File: src/common/fpwm_params.svh
// Purpose: Offsets, field positions, reset values and timing counts
// Assumes: 20 MHz system clock
// Notes:   Included by its bare name
`ifndef FPWM_PARAMS_SVH
`define FPWM_PARAMS_SVH
`define FPWM_REG_CTRL      8'h7a
`define FPWM_REG_LOAD      8'hbc
`define FPWM_CTRL_CNT_RST  0
`define FPWM_CTRL_TRIG     1
`define FPWM_CTRL_RESET    8'h00
`define FPWM_LOAD_RESET    8'h00
`define FPWM_I2C_ADDR      7'h08
`define FPWM_CLK_HZ        20000000
`define FPWM_BASE_DIV      8
`define FPWM_PERIOD        256
`define FPWM_DEBOUNCE_MS   20
`define FPWM_DEBOUNCE_CYC  ((`FPWM_CLK_HZ / 1000) * `FPWM_DEBOUNCE_MS)
`endif

File: src/common/fpwm_pkg.sv
// Purpose: Types shared by the fan PWM block
// Assumes: Nothing
// Notes:   Serial slave state lives here
package fpwm_pkg;
    typedef enum logic [1:0] {I2C_IDLE, I2C_ADDR, I2C_PTR, I2C_DATA} fpwm_i2c_st_t;
    typedef struct packed {
        fpwm_i2c_st_t st;
        logic [1:0]   scl_s;
        logic [1:0]   sda_s;
        logic         scl_d;
        logic         sda_d;
        logic [3:0]   bits;
        logic [7:0]   sh;
        logic [7:0]   ptr;
        logic         ackph;
        logic         oe;
        logic         wr;
        logic [7:0]   wdata;
        logic [7:0]   waddr;
    } fpwm_i2c_state_t;
endpackage

File: src/common/fpwm_regs_if.sv
// Purpose: Register write strobe from the serial slave to the core
// Assumes: One clock domain
// Notes:   wr_en is a one-cycle pulse
`timescale 1ns/1ns
`default_nettype none
interface fpwm_regs_if;
    logic       wr_en;
    logic [7:0] wr_addr;
    logic [7:0] wr_data;
    modport slave (output wr_en, output wr_addr, output wr_data);
    modport core  (input wr_en, input wr_addr, input wr_data);
endinterface
`default_nettype wire

File: src/design/fpwm_i2c_slave.sv
// Purpose: Write-only serial register slave
// Assumes: Bus far slower than clk, open-drain data line
// Notes:   Register pointer auto-increments
`timescale 1ns/1ns
`default_nettype none
`include "fpwm_params.svh"
module fpwm_i2c_slave
    import fpwm_pkg::*;
(
    input  wire logic    clk,
    input  wire logic    reset,
    input  wire logic    scl_i,
    input  wire logic    sda_i,
    output logic         sda_o,
    output logic         sda_oe,
    fpwm_regs_if.slave   regs
);
    fpwm_i2c_state_t q, d;
    logic scl_rise, scl_fall, start_ev, stop_ev;

    assign scl_rise = q.scl_s[1] & ~q.scl_d;
    assign scl_fall = ~q.scl_s[1] & q.scl_d;
    assign start_ev = q.scl_s[1] & q.scl_d & q.sda_d & ~q.sda_s[1];
    assign stop_ev  = q.scl_s[1] & q.scl_d & ~q.sda_d & q.sda_s[1];

    always_comb begin
        d = q;
        d.scl_s = {q.scl_s[0], scl_i};
        d.sda_s = {q.sda_s[0], sda_i};
        d.scl_d = q.scl_s[1];
        d.sda_d = q.sda_s[1];
        d.wr = 1'b0;
        if (start_ev) begin
            d.st = I2C_ADDR;
            d.bits = 4'h0;
            d.ackph = 1'b0;
            d.oe = 1'b0;
        end else if (stop_ev) begin
            d.st = I2C_IDLE;
            d.oe = 1'b0;
            d.ackph = 1'b0;
        end else if (q.st != I2C_IDLE) begin
            if (scl_rise && !q.ackph && q.bits != 4'h8) begin
                d.sh = {q.sh[6:0], q.sda_s[1]};
                d.bits = q.bits + 4'h1;
            end
            if (scl_fall) begin
                if (q.ackph) begin
                    d.ackph = 1'b0;
                    d.oe = 1'b0;
                end else if (q.bits == 4'h8) begin
                    d.bits = 4'h0;
                    d.ackph = 1'b1;
                    d.oe = 1'b1;
                    unique case (q.st)
                        I2C_ADDR: begin
                            // Reads are not served: no acknowledge
                            if (q.sh[7:1] == `FPWM_I2C_ADDR && !q.sh[0]) begin
                                d.st = I2C_PTR;
                            end else begin
                                d.st = I2C_IDLE;
                                d.ackph = 1'b0;
                                d.oe = 1'b0;
                            end
                        end
                        I2C_PTR: begin
                            d.ptr = q.sh;
                            d.st = I2C_DATA;
                        end
                        I2C_DATA: begin
                            d.wr = 1'b1;
                            d.waddr = q.ptr;
                            d.wdata = q.sh;
                            d.ptr = q.ptr + 8'h01;
                        end
                        I2C_IDLE: d.st = I2C_IDLE;
                    endcase
                end
            end
        end
    end

    always_ff @(posedge clk) begin
        if (reset) begin
            q <= '0;
            q.st <= I2C_IDLE;
            q.scl_s <= 2'h3;
            q.sda_s <= 2'h3;
            q.scl_d <= 1'b1;
            q.sda_d <= 1'b1;
        end else begin
            q <= d;
        end
    end

    assign sda_o = 1'b0;
    assign sda_oe = q.oe;
    assign regs.wr_en = q.wr;
    assign regs.wr_addr = q.waddr;
    assign regs.wr_data = q.wdata;
endmodule
`default_nettype wire

File: src/design/fpwm_top.sv
// Purpose: Fan PWM from two offset counters, rotary and serial duty control
// Assumes: 20 MHz clk, rotary pulses and button asynchronous
// Notes:   Fast injection clock is clk itself while the one-shot runs
`timescale 1ns/1ns
`default_nettype none
`include "fpwm_params.svh"

// What this block does
// - Set and reset counters drive output flop
// - Inverted reset counter output clears flop
// - Clockwise pulse injects one set-counter clock
// - Counterclockwise pulse skips one set-counter clock
// - Reset counter gets undisturbed base clock
// - Lookup picks set clock from base/injected
// - Debounce button 20 ms, press toggles select
// - Unselected chip passes only base and one-shot clocks
// - Latches block steps one clock before rollover
// - Delayed copies of set and reset outputs
// - Delayed set meets reset: block decrease
// - Reset delayed two meets set: block increase
// - Control bit 0 holds both counters reset
// - Load register sets one-shot length
// - Control bit 1 triggers one-shot
// - Falling-edge pulse clocks trigger sync flop
// - One-shot gates exactly loaded fast clocks
module fpwm_top
    import fpwm_pkg::*;
#(
    parameter int PERIOD          = `FPWM_PERIOD,
    parameter int DEBOUNCE_CYCLES = `FPWM_DEBOUNCE_CYC
) (
    input  wire logic clk,
    input  wire logic reset,
    input  wire logic scl_i,
    input  wire logic sda_i,
    output logic      sda_o,
    output logic      sda_oe,
    input  wire logic rotate_up_pulse,
    input  wire logic rotate_down_pulse,
    input  wire logic button_i,
    output logic      pwm_out,
    output logic      selected_o
);
    localparam int CNT_W = $clog2(PERIOD);
    localparam int DBW   = $clog2(DEBOUNCE_CYCLES + 1);

    if (PERIOD < 4 || PERIOD > 65536) begin : g_chk_period
        $error("PERIOD out of range");
    end
    if (DEBOUNCE_CYCLES < 2) begin : g_chk_deb
        $error("DEBOUNCE_CYCLES too small");
    end

    typedef struct packed {
        logic [2:0]     div;
        logic [1:0]     btn_s;
        logic [1:0]     up_s;
        logic [1:0]     dn_s;
        logic           up_d;
        logic           dn_d;
        logic [DBW-1:0] deb_cnt;
        logic           btn_st;
        logic           sel;
        logic           inj_pend;
        logic           skip_pend;
        logic [CNT_W-1:0] set_cnt;
        logic [CNT_W-1:0] rst_cnt;
        logic           set_out;
        logic           rst_out_n;
        logic           set_hit;
        logic           set_dly;
        logic           rst_dly1;
        logic           rst_dly2;
        logic           blk_inc;
        logic           blk_dec;
        logic           pwm;
        logic [7:0]     ctrl;
        logic [7:0]     load;
        logic           trg_sync;
        logic           trg_d;
        logic [7:0]     os_cnt;
    } fpwm_core_t;

    fpwm_core_t q, d;
    fpwm_regs_if regs ();

    fpwm_i2c_slave fpwm_i2c_slave_inst (
        .clk    (clk),
        .reset  (reset),
        .scl_i  (scl_i),
        .sda_i  (sda_i),
        .sda_o  (sda_o),
        .sda_oe (sda_oe),
        .regs   (regs)
    );

    logic         base_tick, base_fall, up_edge, dn_edge, os_active, cnt_hold;
    logic         fire, do_inj, do_skip;
    logic [1:0]   step;
    logic [CNT_W:0] set_sum;
    logic         set_wrap, rst_wrap;

    assign base_tick = (q.div == 3'(`FPWM_BASE_DIV - 1));
    assign base_fall = (q.div == 3'(`FPWM_BASE_DIV / 2 - 1));
    assign up_edge   = q.up_s[1] & ~q.up_d;
    assign dn_edge   = q.dn_s[1] & ~q.dn_d;
    assign os_active = (q.os_cnt != 8'h00);
    assign cnt_hold  = q.ctrl[`FPWM_CTRL_CNT_RST];
    assign fire      = q.trg_sync & ~q.trg_d;
    assign do_inj    = q.inj_pend & q.sel;
    // skip waits for the next base edge
    assign do_skip   = q.skip_pend & q.sel & base_tick;

    always_comb begin
        step = '0;
        if (base_tick && !do_skip) begin
            step = step + 2'd1;
        end
        if (do_inj) begin
            step = step + 2'd1;
        end
        if (os_active) begin
            step = step + 2'd1;
        end
    end

    assign set_sum  = {1'b0, q.set_cnt} + (CNT_W+1)'(step);
    assign set_wrap = (set_sum >= (CNT_W+1)'(PERIOD));
    assign rst_wrap = base_tick && (q.rst_cnt == CNT_W'(PERIOD - 1));

    always_comb begin
        d = q;
        d.div = q.div + 3'd1;
        d.btn_s = {q.btn_s[0], button_i};
        d.up_s = {q.up_s[0], rotate_up_pulse};
        d.dn_s = {q.dn_s[0], rotate_down_pulse};
        d.up_d = q.up_s[1];
        d.dn_d = q.dn_s[1];

        if (q.btn_s[1] != q.btn_st) begin
            d.deb_cnt = q.deb_cnt + DBW'(1);
            if (q.deb_cnt == DBW'(DEBOUNCE_CYCLES - 1)) begin
                d.deb_cnt = '0;
                d.btn_st = q.btn_s[1];
                d.sel = q.sel ^ q.btn_s[1];
            end
        end else begin
            d.deb_cnt = '0;
        end

        // Consumed steps clear first, so a new edge in the same cycle survives
        if (do_inj) begin
            d.inj_pend = 1'b0;
        end
        if (do_skip) begin
            d.skip_pend = 1'b0;
        end
        // blocked requests never reach the lookup
        if (q.sel && up_edge && !q.blk_inc) begin
            d.inj_pend = 1'b1;
        end
        if (q.sel && dn_edge && !q.blk_dec) begin
            d.skip_pend = 1'b1;
        end
        if (!q.sel) begin
            d.inj_pend = 1'b0;
            d.skip_pend = 1'b0;
        end

        d.set_cnt = set_wrap ? CNT_W'(set_sum - (CNT_W+1)'(PERIOD)) : set_sum[CNT_W-1:0];
        d.set_out = set_wrap;
        // reset counter on base clock only
        if (base_tick) begin
            d.rst_cnt = rst_wrap ? '0 : q.rst_cnt + CNT_W'(1);
        end
        d.rst_out_n = ~rst_wrap;

        if (!q.rst_out_n) begin
            d.pwm = 1'b0;
        end else if (q.set_out) begin
            d.pwm = 1'b1;
        end

        d.set_hit = q.set_hit | set_wrap;
        if (base_tick) begin
            d.set_hit = 1'b0;
            d.set_dly = q.set_hit | set_wrap;
            d.rst_dly1 = rst_wrap;
            d.rst_dly2 = q.rst_dly1;
            if (q.set_dly && rst_wrap) begin
                d.blk_dec = 1'b1;
            end
            if (q.rst_dly2 && (q.set_hit || set_wrap)) begin
                d.blk_inc = 1'b1;
            end
        end
        // Stepping the other way frees the latch
        if (do_inj || os_active) begin
            d.blk_dec = 1'b0;
        end
        if (do_skip) begin
            d.blk_inc = 1'b0;
        end

        if (base_fall) begin
            d.trg_sync = q.ctrl[`FPWM_CTRL_TRIG];
        end
        d.trg_d = q.trg_sync;
        if (os_active) begin
            d.os_cnt = q.os_cnt - 8'h01;
        end
        if (fire) begin
            d.os_cnt = q.load;
        end

        if (regs.wr_en && regs.wr_addr == `FPWM_REG_CTRL) begin
            d.ctrl = regs.wr_data;
        end
        if (regs.wr_en && regs.wr_addr == `FPWM_REG_LOAD) begin
            d.load = regs.wr_data;
        end

        if (cnt_hold) begin
            d.set_cnt = '0;
            d.rst_cnt = '0;
            d.set_out = 1'b0;
            d.rst_out_n = 1'b1;
            d.set_hit = 1'b0;
            d.blk_inc = 1'b0;
            d.blk_dec = 1'b0;
        end
    end

    always_ff @(posedge clk) begin
        if (reset) begin
            q <= '0;
            q.rst_out_n <= 1'b1;
            q.ctrl <= `FPWM_CTRL_RESET;
            q.load <= `FPWM_LOAD_RESET;
        end else begin
            q <= d;
        end
    end

    assign pwm_out = q.pwm;
    assign selected_o = q.sel;
endmodule
`default_nettype wire

File: config.mk
export PLATFORM = sky130hd
export DESIGN_NAME = fpwm_top
export DESIGN_NICKNAME = d
export VERILOG_FILES = /design/src/common/fpwm_pkg.sv /design/src/common/fpwm_regs_if.sv /design/src/design/fpwm_i2c_slave.sv /design/src/design/fpwm_top.sv
export VERILOG_INCLUDE_DIRS = /design/src /design/src/common
export SDC_FILE = /design/constraint.sdc
export NUM_CORES = 1
export LEC_CHECK = 0
export BUFFER_PORTS_ARGS = -buffer_cell sky130_fd_sc_hd__buf_2
export CAP_MARGIN = 30
export CORE_MARGIN = 2
export CORE_UTILIZATION = 50
export DETAILED_ROUTE_END_ITERATION = 6
export MAX_ROUTING_LAYER = met4
export PLACE_DENSITY = 0.68
export SLEW_MARGIN = 5
export SYNTH_ARGS = -nofsm -noshare
export SYNTH_HDL_FRONTEND = slang
export SYNTH_HIERARCHICAL = 1
export SYNTH_SLANG_ARGS = --single-unit
File: constraint.sdc
create_clock -name clk -period 3.3 [get_ports clk]
set_input_delay 0 -clock clk [delete_from_list [all_inputs] [get_ports clk]]
set_output_delay 0 -clock clk [all_outputs]
set_load 0.01 [all_outputs]
[Yosys cells after proc, flatten, opt, wreduce, memory -nomap -nowiden]
Index checks and enable logic that the tools add are counted.
Storage, ports and cells
  register bits after elaboration: 126
  input port bits: 7
  logic and storage cells: 181
Operators by class
  add/sub/neg operators: 10
  $lt $le $gt $ge: 1
  eq/ne operators: 14
  muxes and demuxes: 29
  bitwise operators: 32
  reductions and logical operators: 54
Operators by type and width (number)
  two-way mux 8 bit: 4
  adder 19 x 1 -> 19 bit (second input constant): 1
  equality test 19 bit (second input constant): 1
  two-way mux 19 bit: 1
  two-way mux 17 bit: 1
  inverter 1 bit: 17
  adder 8 x 1 -> 8 bit (second input constant): 2
  equality test 8 bit (second input constant): 2
  one-hot mux 8 bit (2 select lines): 1
  subtractor 8 x 1 -> 8 bit (second input constant): 2
  OR reduction 3 bit: 5
  AND reduction 7 bit: 2
  bitwise AND 1 bit: 13
  logical AND 1 bit: 13
  two-way mux 12 bit: 1
  two-way mux 2 bit: 6
  two-way mux 4 bit: 3
  nonzero test 2 bit: 6
  nonzero test 3 bit: 4
  two-way mux 1 bit: 11
  AND reduction 2 bit: 5
  AND reduction 5 bit: 2
  adder 8 x 2 -> 9 bit: 1
  >= comparator 9 bit (second input constant): 1
  25 further kinds: 35

[Logic depth before layout (Yosys ltp)]
  depth in word-level cells: 14
  depth in mapped cells: 14

[Modules after synthesis]
The synthesis kept the hierarchy.
By module, submodules not included
  fpwm_top: times used 1, cells each 363, area an instance 3345.7 µm²
  fpwm_i2c_slave: times used 1, cells each 227, area an instance 2217.1 µm²

[Least setup slack after synthesis]
No wires, ideal clock.
  kind: flip-flop to flip-flop
  start: register q[0] (netlist name)
  end: register q[31] (netlist name)
  data arrival time: 2.971 ns
  data required time: 3.214 ns
  path slack: 0.244 ns
  cell stages (with the launch flop): 14
  path buffers: 1
  period minus slack after synthesis: 3.056 ns
  cell sequence: dfxtp_1 inv_1 ha_1 or3b_1 or3_1 buf_2 xor2_1 ha_1 inv_1 fa_1 nor2b_1 nand3_1 o21ba_2 a211oi_1

==> metrics.md <==
| Metric | Value |
|---|---|
| GRT Util Overall | 0.188 |
| CTS sink cnt | between 100 and 150 |
| Clock Tree Root | clkbuf_8 |
| Worst EP required | about 3700 ps |
| Post-synth top flop | dfxtp_1 |
| Post-route cell area | ~6300 um2 |
| Worst setup EP type | flop |
| Non-filler cells, final | between 700 and 800 |
| DRT Pass-1 Iters | 4 |
| Worst Setup Slack, final | roughly 180 ps |
| P_leak | about 2.5 nW |
| Hold path depth | 3 |
| Placed cell area | ~5600 um2 |
| Total Routed Length | just over 10,000 um |
| CORE AREA | between 10,000 and 15,000 um2 |
| PwrDens | approximately 620 nW/um2 |
| Clock transition at path regs | ~60 ps |
| Clock Path Buffers | 2 |
| Antenna violations before repair | 0 |
| Routed Antenna Nets | 0 |
| Count of pins over their slew limit | 0 |
| Vias in the first global route | 3,901 |
| MaxCap Viol Count | 0 |
| Hold Fails Final Rpt | 0 |
| Ant diodes | 0 |
| DIE AREA | 12,000 um2 |
| EDFF count, synth | 0 |
| Fillcell total | approximately 910 |
| Seq/Total Area, Yosys | 0.453 |
| Num CTS Buffers | 17 |
| Synth top area share | 0.453 |
| Die span in y | between 100 and 150 um |
| Post-synth ARST share | 0 |
| Num rows | 38 |
| CTS tree | yes |
| Clk_lat worst skew | between 500 and 600 ps |
| First-pass GRT wire length | roughly 17,000 um |
| Final worst-path cycle share | 0.944 |
| Largest net degree at the start of global routing | 35 |
| Placed cells | between 700 and 800 |
| Gp weighted congestion | between 0.7 and 0.8 |
| IO Port Bufs | 9 |
| Synth top area cells | dfxtp_1 (45%), mux2i_1 (7.2%), nor2_1 (5.7%) |
| DR iter-0 viols | around 210 |
| Layout cells sized above 1 | 0.141 |
| Peak Freq | ~320 MHz |
| Worst Setup Start Kind | flop |
| Worst hold margin | ~210 ps |
| Yosys cell types | 73 |
| CP max FO | 6 |
| Status | complete, no violations |
| Avg WL per Cell | around 14 um |
| DP Worst Slack | between 50 and 60 ps |
| Post-route setup TNS | 0 ps |
| Min Clock Period, post-route | ~3100 ps |
| Initial Util | 0.513 |
| Syn nets | 611 |
| Post-Syn Instances | 590 |
| Syn Area/Cell | roughly 9.4 um2 |
| Die Span X | between 100 and 150 um |
| Vias per inst | 5.39 |
| Worst Tran Pin Value | 820 ps |
| Mapped Area | roughly 5600 um2 |
| Worst clock skew | around 8.7 ps |
| FF+latch count, synth | between 100 and 150 |
| Layout area overhead | 12.4% |
| Final nets | between 600 and 700 |
| Post-DP HPWL | between 6000 and 7000 um |
| Io pins | 11 |
| Hold Path Class | in2reg |
| DRC | 0 |
| Total vias in the final route | ~4k |
| Grt ovf | 0 |
| Yosys top cell by area | dfxtp_1 |
| Final setup viols | 0 |
| Synth warn | 6 |
| Worst EP arrival | around 3500 ps |
| Worst Setup Path Type | reg2reg |
| Worst Reg-to-Reg Cells | 12 |
| Slew HR | 0.450 |
| VDD IR max | about 0.00042 V |
| H-tree levels | 4 |
==> cell usage after synthesis (all sizes together) (13+ instances only) <==
master,n
a21oi,24
dfxtp,126
nand3,19
mux2i,40
inv,17
xor2,19
nor2,86
ha,13
clkbuf,14
buf,29
nor3,13
nand4,17
nor2b,17
nand2,34
==> kinds of logic after synthesis <==
logic type	count (synthesis)	synth area share
buffers and inverters	60	0.0605
xor gates and xnor gates	30	0.0472
adders and majority gates	14	0.0328
other	1	0.000674
muxes	42	0.0760
and+or+nand+nor	249	0.241
DFF	126	0.453
AOI/OAI and AO/OA	68	0.0882
==> cell usage in the layout (no fill, tap or decap), drive strengths merged, types with 9 or more instances in the layout <==
| cell | n |
|---|---|
| a21oi | 24 |
| buf | 16 |
| clkbuf | 22 |
| dfxtp | 126 |
| dlygate4sd3 | 9 |
| ha | 13 |
| inv | 17 |
| mux2i | 40 |
| nand2 | 34 |
| nand3 | 19 |
| nand4 | 17 |
| nor2 | 86 |
| nor2b | 17 |
| nor3 | 13 |
| o21ai | 9 |
| or4 | 9 |
| xnor2 | 11 |
| xor2 | 19 |
==> what timing repair did <==
item,4_1_cts,5_1_grt
buffers inserted,0,1
endpoints found under the hold margin,17,0
hold buffers,9,0
resized for setup,0,4
endpoints found under the setup margin,0,3
==> final timing paths <==
path	from	to	slack (ps)
setup / recovery	q[0]$_SDFFE_PP0P_	q[31]$_SDFFE_PP0N_	180
setup reg to reg	q[0]$_SDFFE_PP0P_	q[31]$_SDFFE_PP0N_	180
hold reg to reg	fpwm_i2c_slave_inst/d[44]$_SDFF_PP1_	fpwm_i2c_slave_inst/d[40]$_SDFF_PP1_	420
hold / removal	sda_i	fpwm_i2c_slave_inst/d[42]$_SDFF_PP1_	210
==> sequential cells by signal (all words and copies together) (netlist names), named ones only <==
register / count
q: 70
fpwm_i2c_slave_inst/q: 24
fpwm_i2c_slave_inst/regs.wr_addr: 8
fpwm_i2c_slave_inst/regs.wr_data: 8
d: 6
fpwm_i2c_slave_inst/d: 4
cnt_hold: 1
fpwm_i2c_slave_inst/regs.wr_en: 1
fpwm_i2c_slave_inst/sda_oe: 1
pwm_out: 1
selected_o: 1
==> through the flow <==
step	utilization	power (mW)
2_1_floorplan	-	1.98
3_3_place_gp	0.512	2.04
3_5_place_dp	0.512	2.06
4_1_cts	0.575	3.89
5_1_grt	0.577	4.06
6_report	0.577	3.88
==> power breakdown <==
group | total, mW | switching (mW) | leakage [nW] | internal (mW)
Combinational | 0.446 | 0.233 | 1.16 | 0.213
Clock | 1.80 | 0.650 | 0.283 | 1.15
Sequential | 1.64 | 0.0499 | 1.02 | 1.59
==> cell type report <==
cell class / instances / area, um2 / area share
multi-input cells: 404 / 2720 / 0.435
flip-flops and latches: 126 / 2520 / 0.403
clock buffers: 22 / 473 / 0.0756
repair buffers: 25 / 188 / 0.0300
well taps: 140 / 175 / 0.0280
clock inverters: 10 / 111 / 0.0178
inverters: 17 / 63.8 / 0.0102
==> critical path: stages (launching register included) <==
cell and delay [ps]:
dfxtp_1 330, inv_1 90, ha_1 200, or3b_4 420, or3_4 420, xor2_2 140
ha_1 180, inv_1 60, fa_1 380, nor2b_2 170, nand3_1 150, o21ba_2 260
a211oi_1 230
==> routing by layer <==
| layer | vias up | part of all wire | GRT usage |
|---|---|---|---|
| met5 | - | 0 | - |
| met4 | 0 | 0.010 | 0.0660 |
| met3 | 13 | 0.031 | 0.0539 |
| met2 | 55 | 0.50 | 0.316 |
| met1 | 1903 | 0.46 | 0.213 |
| li1 | 2041 | - | - |
Power figures use the tool's default switching activity.
